===== config.mk =====
export PLATFORM = sky130hd
export DESIGN_NAME = timer16_output_compare
export DESIGN_NICKNAME = d
export VERILOG_FILES = /design/src/logic/timer16_oc_pkg.sv /design/src/logic/compare_channel.sv /design/src/logic/timer16_output_compare.sv
export SDC_FILE = /design/constraint.sdc
export NUM_CORES = 1
export LEC_CHECK = 0
export ABC_CLOCK_PERIOD_IN_PS = 7090
export BUFFER_PORTS_ARGS = -buffer_cell sky130_fd_sc_hd__buf_2
export CORE_UTILIZATION = 62
export CTS_CLUSTER_SIZE = 10
export DETAILED_ROUTE_END_ITERATION = 6
export PLACE_DENSITY = 0.94
export SYNTH_ARGS = -nofsm -noshare
export SYNTH_HDL_FRONTEND = slang
export SYNTH_HIERARCHICAL = 1
export SYNTH_SLANG_ARGS = --single-unit

===== constraint.sdc =====
create_clock -name clk -period 7.09 [get_ports clk]
set_clock_uncertainty 0.05 [all_clocks]
set_input_delay 0.3545 -clock clk [delete_from_list [all_inputs] [get_ports clk]]
set_output_delay 0.3545 -clock clk [all_outputs]
set_load 0.005 [all_outputs]

===== src/logic/timer16_oc_pkg.sv =====
package timer16_oc_pkg;

    // =========================================================
    // sizes
    localparam int COUNT_WIDTH = 16;
    localparam int BYTE_WIDTH  = 8;
    localparam int CHANNELS    = 2;
    localparam int ADDR_WIDTH  = 3;
    localparam int MODE_WIDTH  = 4;

    // =========================================================
    // byte addresses on the 8-bit register bus
    localparam logic [2:0] ADDR_CMP_LOW [CHANNELS]  = '{3'h0, 3'h2};
    localparam logic [2:0] ADDR_CMP_HIGH [CHANNELS] = '{3'h1, 3'h3};
    localparam logic [2:0] ADDR_CONTROL             = 3'h4;
    localparam logic [2:0] ADDR_FLAGS               = 3'h5;

    // =========================================================
    // field positions: control register, then flag register
    localparam int CTRL_ACTION_LSB = 0;
    localparam int CTRL_FORCE_LSB  = 4;
    localparam int CTRL_IRQ_EN_LSB = 6;
    localparam int FLAG_LSB        = 0;

    // =========================================================
    // reset values
    localparam logic [7:0]  CONTROL_RESET    = 8'h00;
    localparam logic [15:0] COMPARE_RESET    = 16'h0000;
    localparam logic        OUTPUT_BIT_RESET = 1'b0;

    // =========================================================
    // waveform modes with a special meaning here
    localparam logic [3:0] MODE_CTC_COMPARE = 4'h4;
    localparam logic [3:0] MODE_CTC_CAPTURE = 4'hc;

    // =========================================================
    // compare output actions
    localparam logic [1:0] ACTION_NONE   = 2'h0;
    localparam logic [1:0] ACTION_TOGGLE = 2'h1;
    localparam logic [1:0] ACTION_CLEAR  = 2'h2;
    localparam logic [1:0] ACTION_SET    = 2'h3;

    typedef enum {
        CLASS_NON_PWM,
        CLASS_FAST,
        CLASS_PHASE,
        CLASS_PHASE_FREQ
    } mode_class_t;

    function automatic mode_class_t mode_class(input logic [3:0] mode);
        mode_class_t result;
        result = CLASS_NON_PWM;
        case (mode)
            4'h1, 4'h2, 4'h3, 4'ha, 4'hb: result = CLASS_PHASE;
            4'h5, 4'h6, 4'h7, 4'he, 4'hf: result = CLASS_FAST;
            4'h8, 4'h9:                   result = CLASS_PHASE_FREQ;
            default:                      result = CLASS_NON_PWM;
        endcase
        return result;
    endfunction

endpackage


===== src/logic/compare_channel.sv =====
`timescale 1ns/1ps

module compare_channel
    import timer16_oc_pkg::*;
#(
    parameter int WIDTH = COUNT_WIDTH
)
(
    // clock and reset
    input  wire logic             clk,
    input  wire logic             rst,
    // counter side
    input  wire logic [WIDTH-1:0] counter_value,
    input  wire logic             timer_tick,
    input  wire logic             match_blocked,
    input  wire logic             buffered,
    input  wire logic             load_point,
    // cpu side
    input  wire logic             write_strobe,
    input  wire logic [WIDTH-1:0] write_value,
    input  wire logic             flag_clear,
    input  wire logic             irq_ack,
    // results
    output logic      [WIDTH-1:0] compare_value,
    output logic      [WIDTH-1:0] active_value,
    output logic                  match,
    output logic                  match_event,
    output logic                  compare_match_flag
);

    initial
    begin
        if (WIDTH < 2)
            $error("compare_channel: WIDTH must be at least 2");
    end

    // =========================================================
    // compare registers
    logic [WIDTH-1:0] buffer_value;

    assign compare_value = buffered ? buffer_value : active_value;

    // buffer or direct load
    // direct writes refresh the buffer too, so a later switch into a
    // buffered mode does not load a stale value
    always_ff @(posedge clk or posedge rst)
    begin
        if (rst)
        begin
            buffer_value <= COMPARE_RESET;
            active_value <= COMPARE_RESET;
        end
        else
        begin
            if (write_strobe)
                buffer_value <= write_value;
            if (write_strobe && !buffered)
                active_value <= write_value;
            else if (buffered && timer_tick && load_point)
                active_value <= buffer_value;
        end
    end

    // =========================================================
    // comparator and flag
    // continuous equality
    assign match = (counter_value == active_value);

    assign match_event = timer_tick && match && !match_blocked;

    always_ff @(posedge clk or posedge rst)
    begin
        if (rst)
            compare_match_flag <= 1'b0;
        else
            compare_match_flag <= match_event || (compare_match_flag && !flag_clear && !irq_ack);
    end

endmodule


===== src/logic/timer16_output_compare.sv =====
`timescale 1ns/1ps

module timer16_output_compare
    import timer16_oc_pkg::*;
#(
    parameter int WIDTH = COUNT_WIDTH
)
(
    // clock and reset
    input  wire logic                  clk,
    input  wire logic                  rst,
    // register bus
    input  wire logic [ADDR_WIDTH-1:0] bus_addr,
    input  wire logic                  bus_wr,
    input  wire logic                  bus_rd,
    input  wire logic [BYTE_WIDTH-1:0] bus_wdata,
    output logic      [BYTE_WIDTH-1:0] bus_rdata,
    // counter unit
    input  wire logic [WIDTH-1:0]      counter_value,
    input  wire logic                  timer_tick,
    input  wire logic                  counter_at_top,
    input  wire logic                  counter_at_bottom,
    input  wire logic                  counter_counting_down,
    input  wire logic                  counter_write,
    input  wire logic [WIDTH-1:0]      capture_register,
    input  wire logic [MODE_WIDTH-1:0] waveform_mode_select,
    output logic      [WIDTH-1:0]      top_from_compare_a,
    output logic                       ctc_clear_request,
    // interrupts
    input  wire logic [CHANNELS-1:0]   irq_ack,
    output logic      [CHANNELS-1:0]   irq_request,
    // port pins
    input  wire logic [CHANNELS-1:0]   port_data,
    input  wire logic [CHANNELS-1:0]   output_pin_direction_bit,
    output logic      [CHANNELS-1:0]   pin_out,
    output logic      [CHANNELS-1:0]   pin_oe,
    output logic      [CHANNELS-1:0]   compare_output_bit
);

    initial
    begin
        if (WIDTH != 2 * BYTE_WIDTH)
            $error("timer16_output_compare: WIDTH must be two bus bytes");
    end

    // =========================================================
    // mode decode
    mode_class_t mode_now;
    logic        is_pwm;
    logic        load_point;

    assign mode_now = mode_class(waveform_mode_select);
    assign is_pwm   = (mode_now != CLASS_NON_PWM);

    // loads ride on a tick, so a stopped counter never reloads
    // phase and frequency correct loads at bottom, the rest at top
    assign load_point = (mode_now == CLASS_PHASE_FREQ) ? counter_at_bottom : counter_at_top;

    // =========================================================
    // match blocking after a counter write
    logic block_pending;
    logic match_blocked;

    // block until a tick has passed
    // a write in a tick cycle also kills the match of the old count
    assign match_blocked = block_pending || counter_write;

    always_ff @(posedge clk or posedge rst)
    begin
        if (rst)
            block_pending <= 1'b0;
        else if (counter_write)
            block_pending <= 1'b1;
        else if (timer_tick)
            block_pending <= 1'b0;
    end

    // =========================================================
    // register bus decode
    logic [BYTE_WIDTH-1:0] high_latch;
    logic [7:0]            control;
    logic                  control_write;
    logic                  flags_write;
    logic                  high_write;

    assign control_write = bus_wr && (bus_addr == ADDR_CONTROL);
    assign flags_write   = bus_wr && (bus_addr == ADDR_FLAGS);
    assign high_write    = bus_wr && ((bus_addr == ADDR_CMP_HIGH[0]) || (bus_addr == ADDR_CMP_HIGH[1]));

    always_ff @(posedge clk or posedge rst)
    begin
        if (rst)
            high_latch <= 8'h00;
        else if (high_write)
            high_latch <= bus_wdata;
    end

    // force bits are stored here but never read back or reused
    // action bits take effect at once, no shadow copy
    always_ff @(posedge clk or posedge rst)
    begin
        if (rst)
            control <= CONTROL_RESET;
        else if (control_write)
            control <= bus_wdata;
    end

    // =========================================================
    // channels
    logic [WIDTH-1:0]    compare_value [CHANNELS];
    logic [WIDTH-1:0]    active_value [CHANNELS];
    logic [CHANNELS-1:0] match;
    logic [CHANNELS-1:0] match_event;
    logic [CHANNELS-1:0] compare_match_flag;
    logic [CHANNELS-1:0] output_bit;

    genvar ch;
    generate
        for (ch = 0; ch < CHANNELS; ch++)
        begin : g_channel
            logic [1:0] action;
            logic       irq_enable;
            logic       low_write;
            logic       flag_clear;
            logic       forced;
            logic       fire;
            logic       next_bit;

            assign action     = control[CTRL_ACTION_LSB + 2 * ch +: 2];
            assign irq_enable = control[CTRL_IRQ_EN_LSB + ch];
            assign low_write  = bus_wr && (bus_addr == ADDR_CMP_LOW[ch]);

            assign flag_clear = flags_write && bus_wdata[FLAG_LSB + ch];

            // a force written together with a new action uses the action already
            // in place; the new setting governs from the next event on
            // force only outside PWM modes
            assign forced = control_write && bus_wdata[CTRL_FORCE_LSB + ch] && !is_pwm;
            assign fire   = match_event[ch] || forced;

            compare_channel #(
                .WIDTH (WIDTH)
            ) u_channel (
                .clk                (clk),
                .rst                (rst),
                .counter_value      (counter_value),
                .timer_tick         (timer_tick),
                .match_blocked      (match_blocked),
                .buffered           (is_pwm),
                .load_point         (load_point),
                .write_strobe       (low_write),
                .write_value        ({high_latch, bus_wdata}),
                .flag_clear         (flag_clear),
                .irq_ack            (irq_ack[ch]),
                .compare_value      (compare_value[ch]),
                .active_value       (active_value[ch]),
                .match              (match[ch]),
                .match_event        (match_event[ch]),
                .compare_match_flag (compare_match_flag[ch])
            );

            // the request drops as soon as service or software clears the flag
            // flag gated by enable
            assign irq_request[ch] = compare_match_flag[ch] && irq_enable;

            always_comb
            begin
                next_bit = output_bit[ch];
                case (mode_now)
                    CLASS_NON_PWM:
                    begin
                        if (fire)
                        begin
                            case (action)
                                ACTION_TOGGLE: next_bit = !output_bit[ch];
                                ACTION_CLEAR:  next_bit = 1'b0;
                                ACTION_SET:    next_bit = 1'b1;
                                default:       next_bit = output_bit[ch];
                            endcase
                        end
                    end
                    CLASS_FAST:
                    begin
                        // match has priority over top when both coincide
                        if (action == ACTION_CLEAR)
                        begin
                            if (match_event[ch])
                                next_bit = 1'b1;
                            else if (timer_tick && counter_at_top)
                                next_bit = 1'b0;
                        end
                        else if (action == ACTION_SET)
                        begin
                            if (match_event[ch])
                                next_bit = 1'b0;
                            else if (timer_tick && counter_at_top)
                                next_bit = 1'b1;
                        end
                    end
                    default:
                    begin
                        // dual slope: direction picks the level
                        if (match_event[ch] && action == ACTION_CLEAR)
                            next_bit = counter_counting_down;
                        else if (match_event[ch] && action == ACTION_SET)
                            next_bit = !counter_counting_down;
                    end
                endcase
            end

            // reset only, mode changes leave it alone
            always_ff @(posedge clk or posedge rst)
            begin
                if (rst)
                    output_bit[ch] <= OUTPUT_BIT_RESET;
                else
                    output_bit[ch] <= next_bit;
            end

            // the bit stays internal until the port direction selects output,
            // so software can preset it first
            // override port value, direction from the port
            assign pin_out[ch] = (action != ACTION_NONE) ? output_bit[ch] : port_data[ch];
            assign pin_oe[ch]  = output_pin_direction_bit[ch];
        end
    endgenerate

    assign compare_output_bit = output_bit;

    // =========================================================
    // counter top and clear requests
    logic capture_equal;

    // active value of channel A offered as top
    assign top_from_compare_a = active_value[0];

    // capture ignores action bits
    // the capture compare only feeds the mode 12 clear; the action field never
    // reaches it, so changing actions cannot disturb capture timing
    assign capture_equal      = (counter_value == capture_register);

    // clear-on-compare request, blocked like any match
    assign ctc_clear_request = timer_tick && !match_blocked
        && (((waveform_mode_select == MODE_CTC_COMPARE) && match[0])
        || ((waveform_mode_select == MODE_CTC_CAPTURE) && capture_equal));

    // =========================================================
    // read path
    logic [BYTE_WIDTH-1:0] read_value;
    logic [7:0]            control_view;
    logic [7:0]            flags_view;

    // force bits read back as zero
    assign control_view = {control[7:6], 2'b00, control[3:0]};
    assign flags_view   = {6'b000000, compare_match_flag};

    // reads have no side effects: only writes touch the shared latch
    // high byte comes straight from the register, not the latch
    assign read_value =
        (bus_addr == ADDR_CMP_LOW[0])  ? compare_value[0][7:0]  :
        (bus_addr == ADDR_CMP_HIGH[0]) ? compare_value[0][15:8] :
        (bus_addr == ADDR_CMP_LOW[1])  ? compare_value[1][7:0]  :
        (bus_addr == ADDR_CMP_HIGH[1]) ? compare_value[1][15:8] :
        (bus_addr == ADDR_CONTROL)     ? control_view           :
        (bus_addr == ADDR_FLAGS)       ? flags_view             :
                                         8'h00;

    always_ff @(posedge clk or posedge rst)
    begin
        if (rst)
            bus_rdata <= 8'h00;
        else if (bus_rd)
            bus_rdata <= read_value;
    end

endmodule


# After elaboration in Yosys (flattened, before gate mapping)
# Memories as Yosys holds them, arrays and structs flattened.
# Index checks and enable logic that the tools add are counted.
[classes]
add_sub_neg = 0
mul = 0
n_div = 0
n_lt_le_gt_ge = 0
eq_ne = 27
shift = 0
mux = 37
bitwise = 0
reduce_logical = 62
[op_table]
columns = ["cell", "n"]
rows = [
  ["16-bit 2-to-1 mux", 6],
  ["16-bit == test", 3],
  ["8-bit 2-to-1 mux", 5],
  ["1-bit logical AND", 34],
  ["32-bit by 1-bit == test with 1-bit output (second input constant)", 1],
  ["32-bit by 3-bit == test with 1-bit output (second input constant)", 1],
  ["32-bit zero test", 1],
  ["32-bit nonzero test", 1],
  ["1-bit 2-to-1 mux", 21],
  ["4-bit by 3-bit != test with 1-bit output (second input constant)", 4],
  ["2-bit nonzero test", 5],
  ["1-bit zero test", 9],
  ["2-bit == test (second input constant)", 4],
  ["4-bit nonzero test", 2],
  ["1-bit logical OR", 7],
  ["3-bit by 2-bit == test with 1-bit output (second input constant)", 2],
  ["3-bit == test (second input constant)", 2],
  ["3-bit != test (second input constant)", 2],
  ["1-bit case mux with 3 select lines", 2],
  ["6-bit AND reduction", 1],
  ["5-bit AND reduction", 1],
  ["2-bit by 1-bit == test with 1-bit output (second input constant)", 2],
  ["4-bit by 3-bit == test with 1-bit output (second input constant)", 1],
  ["4-bit == test (second input constant)", 1],
  ["6 further kinds", 8],
]
[totals]
ff_bits = 93
latchBits = 0
ram_bits = 0
mem_bits_ro = 32
inputBits = 62
out_inout_bits = 33
word_cells = 139
n_memories = 1
[mem_list]
columns = ["name", "depth", "width", "rd", "rd_ports_with_merged_regs", "wr", "line", "source"]
rows = [
  ["(name not given)", 16, 2, 1, 0, 0, "timer16_oc_pkg.sv:53", "case (mode)"],
]

# Depth between registers and ports, before layout
# Gate-level depths: netlist of the first run.
[logic_depth]
ltp_word = 7
depth_mapped = 11
ltp_nobuf = 10

# Cells and area by module
# Netlist of the first run, hierarchy kept.
[modules_own_cells]
columns = ["module", "instances", "cells_per_inst", "area_per_inst_um2", "seq_area_each_um2"]
rows = [
  ["compare_channel", 2, 152, 1908.1, 825.8],
  ["timer16_output_compare", 1, 186, 1843.0, 625.6],
]

# Worst setup path before layout of the first run
# No wires, ideal clock.
[synth_path]
path_type = "in2reg"
startpoint = "in waveform_mode_select[0]"
endpoint = "reg bus_rdata[2]"
setup_time_ns = 0.126
arrival_time_ns = 2.388
required_ns = 6.914
slack_ns = 4.527
path_stages = 9
path_buffers = 2
path_cell_list = "nor2b_1 > nor3_1 > inv_1 > buf_6 > buf_2 > mux2_2 > mux4_2 > a221oi_1 > nor2_1"
[synth_lines]
columns = ["item", "line", "source"]
rows = [
  ["start, declared", "timer16_output_compare.sv:26", "input wire logic [MODE_WIDTH-1:0] waveform_mode_select,"],
  ["end signal, assigned", "timer16_output_compare.sv:273", "bus_rdata <= read_value;"],
  ["end, declared", "timer16_output_compare.sv:17", "output logic [BYTE_WIDTH-1:0] bus_rdata,"],
]

# Worst setup path in the final report of the first run
[layout_path]
startpoint = "in bus_addr[1]"
endpoint = "reg g_channel[1].u_channel.active_value[11]"
[layout_via]
elab_chain_cells = 4
elab_cells_between_ends = 5
cone_classes = "eq/ne: 1; mux: 1; reduce/logical: 3"
[layout_rtl]
columns = ["item", "line", "source"]
rows = [
  ["start, declared", "timer16_output_compare.sv:13", "input wire logic [ADDR_WIDTH-1:0] bus_addr,"],
  ["3-bit by 2-bit == test with 1-bit output *", "timer16_output_compare.sv:131", "assign low_write = bus_wr && (bus_addr == ADDR_CMP_LOW[ch]);"],
  ["1-bit logical AND *", "timer16_output_compare.sv:131", ""],
  ["net g_channel[1].low_write", "timer16_output_compare.sv:123", "logic low_write;"],
  ["1-bit logical AND *", "compare_channel.sv:57", "if (write_strobe && !buffered)"],
  ["16-bit 2-to-1 mux / 2-bit nonzero test (equally long branches)", "n/a", ""],
  ["end signal, assigned", "compare_channel.sv:58", "active_value <= write_value;"],
  ["end signal, assigned", "compare_channel.sv:60", "active_value <= buffer_value;"],
  ["end, declared", "compare_channel.sv:25", "output logic [WIDTH-1:0] active_value,"],
]
# Mark *: on every way through the listed nets, which the timed path passes. The rest lies on a longest branch.
# A chain may end at the register's enable or synchronous reset.

==> results.md, run 1 <==
* Slew margin rel. at 0.129
* VDD IR max at 0.102 mV
* Die ar. at 0.00951 mm2
* Result of the run: finished clean
* Mapped Avg Cell Area at 11.6 um2
* Total inserted antenna cells at 0
* Chip Width at 97.5 um
* Total internal power at 1.10 mW
* Final cell utilization of the core at 0.714
* Share of post-route cells with drive strength above 1 at 0.438
* Hold Crit Class: input pin to asynchronous set/reset pin
* Number of buffers inserted during clock tree synthesis at 9
* Cell chosen for the clock root: sky130_fd_sc_hd__clkbuf_8
* Proportion of total power due to net switching at 0.360
* Data arrival time of the critical path at 3.38 ns
* Seq pwr share at 0.470
* Post-placement setup slack at 3.67 ns
* Crit path buffers/inverters at 1
* CTS tree: built
* P per Cell Area at 274 mW/mm2
* Setup Crit Path Kind: input pin to register
* Net switching component of the power at 0.616 mW
* Total Nets Final at 636
* Post-route worst hold slack at 0.0547 ns
* Final number of max-transition violations at 0
* WL final at 15000 um
* Max-cap viol count at 0
* Crit share post-route at 0.441
* Portion of total power attributed to combinational logic at 0.317
* Total of cells resized after clock tree synthesis at 0
* Cell-by-cell trace of the critical path: buf_2, nand2_1, nor3_2, nor2b_4, a31o_4, nor2_1, a21oi_2
* Core area at 0.00876 mm2
* Postcts setup bufs at 0
* Required time reported for the critical path endpoint at 7.34 ns
* Count of buffers from port buffering at 90
* Effective utilization at floorplan at 0.645
* Overall track demand over capacity in global routing at 0.325
* Clock network fraction of total power at 0.213
* Min cycle time layout at 3.13 ns
* Initial antenna violation count at 0
* Cell family contributing the most delay on the critical path: simple AND/OR/NAND/NOR gates
* Via count of the first global-routing pass at 4345
* Number of design-rule violations left by the first detailed-router iteration at 354
* Area overhead of the layout relative to synthesis at 10.6%
* Post-synthesis cell count at 489
* Per-cell via count in the routed design at 6.40
* Total Negative Setup Slacks at 0 ns
* Final count of negative-setup-slack endpoints at 0
* Cell area after technology mapping at 0.00566 mm2
* Unrepaired setup endpoints after global routing: false
* Crit path largest cell delay at 0.99 ns
* Detailed-routing iteration count for the pre-antenna-repair pass at 5
* Chip height at 97.5 um
* Largest net degree at the start of global routing at 37
* Vias after detailed routing at 4361
* Clock slew at the register clock pins of the worst setup and hold paths at 0.10 ns
* Standard-cell rows at 34
* Min setup slack post-route at 3.96 ns
* Slowest stage cell on the critical path: sky130_fd_sc_hd__nor3_2
* ANT nets after route at 0
* Count of synthesis-stage warnings from yosys at 6
* Clock sink total at 91
* Total of hold buffers inserted after clock tree synthesis at 0
* Kind of start point of the critical path: input pin
* Number of levels the H-tree was split into at 3
* Routed len/inst at 22.0 um
* Number of nets produced by synthesis at 557
* Maximum clock path buffer count at 2
* Crit path max fanout at 32
* Slew of the pin with the lowest slew margin at 1.30 ns
* Aggregate global routing overflow at 0
* Leakage power at 2.59 nW
* Remaining design rule violation count at 0
* Wire length of the first global-routing pass at 23700 um
* Half-perimeter wire length of the detailed placement result at 10800 um
* Final weighted congestion of routability-driven global placement at 0.901
* Crit end category: register
* Summed area of non-filler cells in the final layout at 0.00625 mm2
* Final number of hold-violating endpoints at 0
* Clock latency reported for the late side of the worst-skew pair at 0.37 ns
* Area after DPL at 0.00605 mm2
* FMAX at 0.320 GHz
* Boundary Pins at 95
power groups by stage:
stage	Combinational [mW]	Sequential (mW)	Clock, mW
detailed placement	0.527	0.807	0
finish	0.542	0.804	0.365
global placement	0.502	0.794	0
CTS	0.536	0.797	0.368
global route	0.580	0.819	0.391
floorplan	0.380	0.761	0
per-layer routing:
layer | share of wire | up-vias | global-route usage | wire [um]
met5 | 0 | - | 0 | 0
met4 | 0.038 | 0 | 0.153 | 568
met3 | 0.080 | 54 | 0.0540 | 1190
met2 | 0.49 | 248 | 0.520 | 7330
met1 | 0.39 | 2166 | 0.433 | 5910
li1 | - | 1893 | - | -
layout make-up:
class | instances | area (um2)
Clock inverter | 7 | 77.6
Clock buffer | 9 | 124
Multi-Input combinational cell | 359 | 3110
Fill cell | 548 | 2510
Tap cell | 108 | 135
Timing Repair Buffer | 94 | 480
Inverter | 13 | 48.8
Sequential cell | 91 | 2280
cell usage in the layout (no fill, tap or decap), types with 7 or more instances in the layout:
master	n
sky130_fd_sc_hd__dfrtp_1	91
sky130_fd_sc_hd__buf_2	90
sky130_fd_sc_hd__mux2_2	66
sky130_fd_sc_hd__mux2i_1	34
sky130_fd_sc_hd__a21oi_2	32
sky130_fd_sc_hd__xor2_1	32
sky130_fd_sc_hd__nor2_2	26
sky130_fd_sc_hd__nor2_1	23
sky130_fd_sc_hd__xnor2_1	18
sky130_fd_sc_hd__nand2_1	15
sky130_fd_sc_hd__mux2_1	15
sky130_fd_sc_hd__inv_1	13
sky130_fd_sc_hd__nor2b_1	9
sky130_fd_sc_hd__nor4_1	9
sky130_fd_sc_hd__clkbuf_8	9
sky130_fd_sc_hd__o21ai_1	7
sky130_fd_sc_hd__o21ai_0	7
worst min-delay path: stages:
cell	delay, ns
sky130_fd_sc_hd__buf_2	0.12
sky130_fd_sc_hd__inv_1	0.05
sky130_fd_sc_hd__buf_4	0.38
per-stage QoR:
step,power [mW],cells
after floorplan,1.14,489
after global placement,1.30,665
after detailed placement,1.33,665
after CTS,1.70,681
after global routing,1.79,681
final,1.71,681
registers in the layout, indices dropped and copies added, names as in the netlist:
signal,cells
bus_rdata,8
g_channel.u_channel/buffer_value,32
g_channel.u_channel/active_value,32
block_pending,1
compare_output_bit,2
high_latch,8
g_channel.u_channel/compare_match_flag,2
control,6
worst paths after layout:
check	from	end	slack [ns]	cells after the start
setup / recovery	bus_addr[1]	g_channel[1].u_channel/active_value[11]	3.96	7
hold / removal	rst	g_channel[1].u_channel/compare_match_flag	0.05	3
setup reg to reg	g_channel[0].u_channel/active_value[5]	compare_output_bit[0]	4.01	10
hold reg to reg	block_pending	block_pending	0.44	1
max in group asynchronous	rst	control[6]	6.13	2
min in group clk	counter_write	block_pending	0.13	2
Note: power is estimated with default switching activity, not from simulation.
==> inputs of run 2 (changes only) <==
--- a/config.mk
+++ b/config.mk
@@ -5,12 +5,12 @@
 export SDC_FILE = /design/constraint.sdc
 export NUM_CORES = 1
 export LEC_CHECK = 0
-export ABC_CLOCK_PERIOD_IN_PS = 7090
+export ABC_CLOCK_PERIOD_IN_PS = 2700
 export BUFFER_PORTS_ARGS = -buffer_cell sky130_fd_sc_hd__buf_2
-export CORE_UTILIZATION = 62
+export CORE_UTILIZATION = 52
 export CTS_CLUSTER_SIZE = 10
 export DETAILED_ROUTE_END_ITERATION = 6
-export PLACE_DENSITY = 0.94
+export PLACE_DENSITY = 0.85
 export SYNTH_ARGS = -nofsm -noshare
 export SYNTH_HDL_FRONTEND = slang
 export SYNTH_HIERARCHICAL = 1
==> constraint.sdc (replaced) <==
create_clock -name clk -period 2.7 [get_ports clk]
set_clock_uncertainty 0.05 [all_clocks]
set_input_delay 0.135 -clock clk [delete_from_list [all_inputs] [get_ports clk]]
set_output_delay 0.135 -clock clk [all_outputs]
set_load 0.005 [all_outputs]
==> run 2 against run 1 <==
First-iteration DRC count is 15% lower. Count of clock-buffer cells in the layout is 1 higher. Power grew to 2.7 times the previous value. Sequential power grew to 2.5 times the previous value. Largest cell class unchanged. Highest routed layer unchanged.
==> results.md, run 2 (synthesis gave the netlist of run 1 again) <==
* Result of the run: finished clean
* Regs by FF count: g_channel.u_channel/active_value (32), g_channel.u_channel/buffer_value (32)
* Register-to-Register Path Depth at 10
* Routed length on met2 at 7280 um
* Slew margin rel. at 0.285
* Capturing point of the worst reg2reg path: compare_output_bit[0]
* WP depth at 10
* FMAX at 0.390 GHz
* Routed len/inst at 20.9 um
* Final count of negative-setup-slack endpoints at 0
* Effective utilization at floorplan at 0.543
* Clock network fraction of total power at 0.227
* Slack of the worst reg-to-reg path at 0.13 ns
* Min cycle time layout at 2.57 ns
* Crit end category: register
* Portion of total power attributed to combinational logic at 0.336
* Per-cell via count in the routed design at 5.95
* Total inserted antenna cells at 0
* Crit path buffers/inverters at 1
* Final number of max-transition violations at 0
* Cell-by-cell trace of the critical path: xor2_1, nor4_1, nand4_1, nor2_2, inv_1, ha_1, o21ai_1, o21ai_1, a221oi_2, mux2_1
* Vias after detailed routing at 4361
* Share of post-route cells with drive strength above 1 at 0.459
* Wl on met1 at 6270 um
* Number of levels the H-tree was split into at 3
* Crit path max fanout at 3
* Initial antenna violation count at 0
* ANT nets after route at 0
* Chip Width at 106 um
* Area after DPL at 0.00626 mm2
* Data arrival time of the critical path at 2.78 ns
* Final weighted congestion of routability-driven global placement at 0.884
* Half-perimeter wire length of the detailed placement result at 11300 um
* Final number of hold-violating endpoints at 0
* Wire length of the first global-routing pass at 24300 um
* Chip height at 106 um
* Crit share post-route at 0.951
* Remaining design rule violation count at 0
* Last element of the critical path: compare_output_bit[0]
* Topmost layer with routed signal wires: met4
* Seq pwr share at 0.437
* WL final at 15300 um
* Setup Crit Path Kind: register to register
* Startpoint of the most critical register-to-register path: g_channel[0].u_channel/active_value[15]
* Slew of the pin with the lowest slew margin at 1.07 ns
* Crit path largest cell delay at 0.41 ns
* CTS tree: built
* Number of filler instances in the final layout at 788
* P per Cell Area at 716 mW/mm2
* Required time reported for the critical path endpoint at 2.91 ns
* Cell chosen for the clock root: sky130_fd_sc_hd__clkbuf_8
* Area overhead of the layout relative to synthesis at 15.7%
* Count of buffers from port buffering at 90
* Leakage power at 2.73 nW
* Aggregate global routing overflow at 0
* Slowest stage cell on the critical path: sky130_fd_sc_hd__dfrtp_1
* Largest net degree at the start of global routing at 38
* Max-cap viol count at 0
* Detailed-routing iteration count for the pre-antenna-repair pass at 5
* Number of design-rule violations left by the first detailed-router iteration at 302
* Maximum clock path buffer count at 2
* Kind of start point of the critical path: register
* Start point of the critical path: g_channel[0].u_channel/active_value[15]
* Via count of the first global-routing pass at 4449
* Total internal power at 3.06 mW
* Post-route worst hold slack at 0.0190 ns
* Core area at 0.0104 mm2
* Clock sink total at 91
* Net switching component of the power at 1.63 mW
* Met3 wire length at 1050 um
* Critical path's most frequent cell: sky130_fd_sc_hd__o21ai_1
* Proportion of total power due to net switching at 0.347
* Overall track demand over capacity in global routing at 0.288
* Die ar. at 0.0113 mm2
* Commonest non-fill, non-tap cells in the layout: sky130_fd_sc_hd__dfrtp_1 (90), sky130_fd_sc_hd__buf_2 (90), sky130_fd_sc_hd__mux2_2 (66)
* Cell family contributing the most delay on the critical path: simple AND/OR/NAND/NOR gates
* VDD IR max at 0.336 mV
* Hold Crit Class: input pin to register
* Number of buffers inserted during clock tree synthesis at 9
* Clock slew at the register clock pins of the worst setup and hold paths at 0.10 ns
* Summed area of non-filler cells in the final layout at 0.00654 mm2
* Standard-cell rows at 37
* Clock latency reported for the late side of the worst-skew pair at 0.37 ns
* Total Nets Final at 660
* Boundary Pins at 95
## run 2: through the flow
step / power (mW) / std cells / setup WS, ns / utilization / TNS (ns)
after global placement: 3.51 / 712 / 0.145 / 0.601 / 0
final: 4.69 / 733 / 0.133 / 0.628 / 0
after global routing: 4.92 / 733 / -0.0160 / 0.628 / -0.0160
after CTS: 4.66 / 732 / 0.0114 / 0.626 / 0
after detailed placement: 3.59 / 712 / 0.0102 / 0.601 / 0
after floorplan: 3.00 / 489 / 0.210 / - / 0
## run 2: what timing repair did
action / in CTS / in global routing
setup endpoints to repair: 1 / 1
gates resized for setup: 0 / 6
pin swaps: 4 / 7
hold buffers: 4 / 0
hold endpoints to repair: 69 / 0
buffers inserted: 0 / 1
## run 2: power groups by stage
stage	clock [mW]	sequential [mW]	combinational, mW
floorplan	0	2.00	0.997
global placement	0	2.04	1.47
detailed placement	0	2.07	1.52
CTS	1.08	2.04	1.54
global route	1.13	2.09	1.70
finish	1.06	2.05	1.57
## run 2: final cells by class
class	instances	area (um2)	area share
multi-input combinational	359	3130	0.478
clock buffer	10	128	0.0195
clock inverter	6	96.3	0.0147
tap	136	170	0.0260
sequential	91	2280	0.348
timing repair buffer	118	696	0.106
inverter	13	48.8	0.00746
## run 2: worst register-to-register path: stages, from the launching register on
cell and delay, ns:
sky130_fd_sc_hd__dfrtp_1 0.41, sky130_fd_sc_hd__xor2_1 0.18, sky130_fd_sc_hd__nor4_1 0.32, sky130_fd_sc_hd__nand4_1 0.24, sky130_fd_sc_hd__nor2_2 0.18, sky130_fd_sc_hd__inv_1 0.06, sky130_fd_sc_hd__ha_1 0.18, sky130_fd_sc_hd__o21ai_1 0.11
sky130_fd_sc_hd__o21ai_1 0.09, sky130_fd_sc_hd__a221oi_2 0.30, sky130_fd_sc_hd__mux2_1 0.35
## run 2: worst min-delay path by stage
stage                                     start                                        end  slack [ns]  cells after the start
global placement    output_pin_direction_bit[1]                                  pin_oe[1]        0.22                      0
CTS                                bus_wdata[1]                                 control[1]        0.01                      3
detailed placement  output_pin_direction_bit[1]                                  pin_oe[1]        0.22                      0
finish                               irq_ack[0]  g_channel[0].u_channel/compare_match_flag        0.02                      4
global route                         irq_ack[0]  g_channel[0].u_channel/compare_match_flag        0.02                      4
floorplan                                   rst                              block_pending        0.11                      1
## run 2: per-layer routing
layer / vias up / GRT usage
met4: 0 / 0.151
met1: 2194 / 0.373
met3: 44 / 0.0699
met5: - / 0
met2: 180 / 0.447
li1: 1943 / -
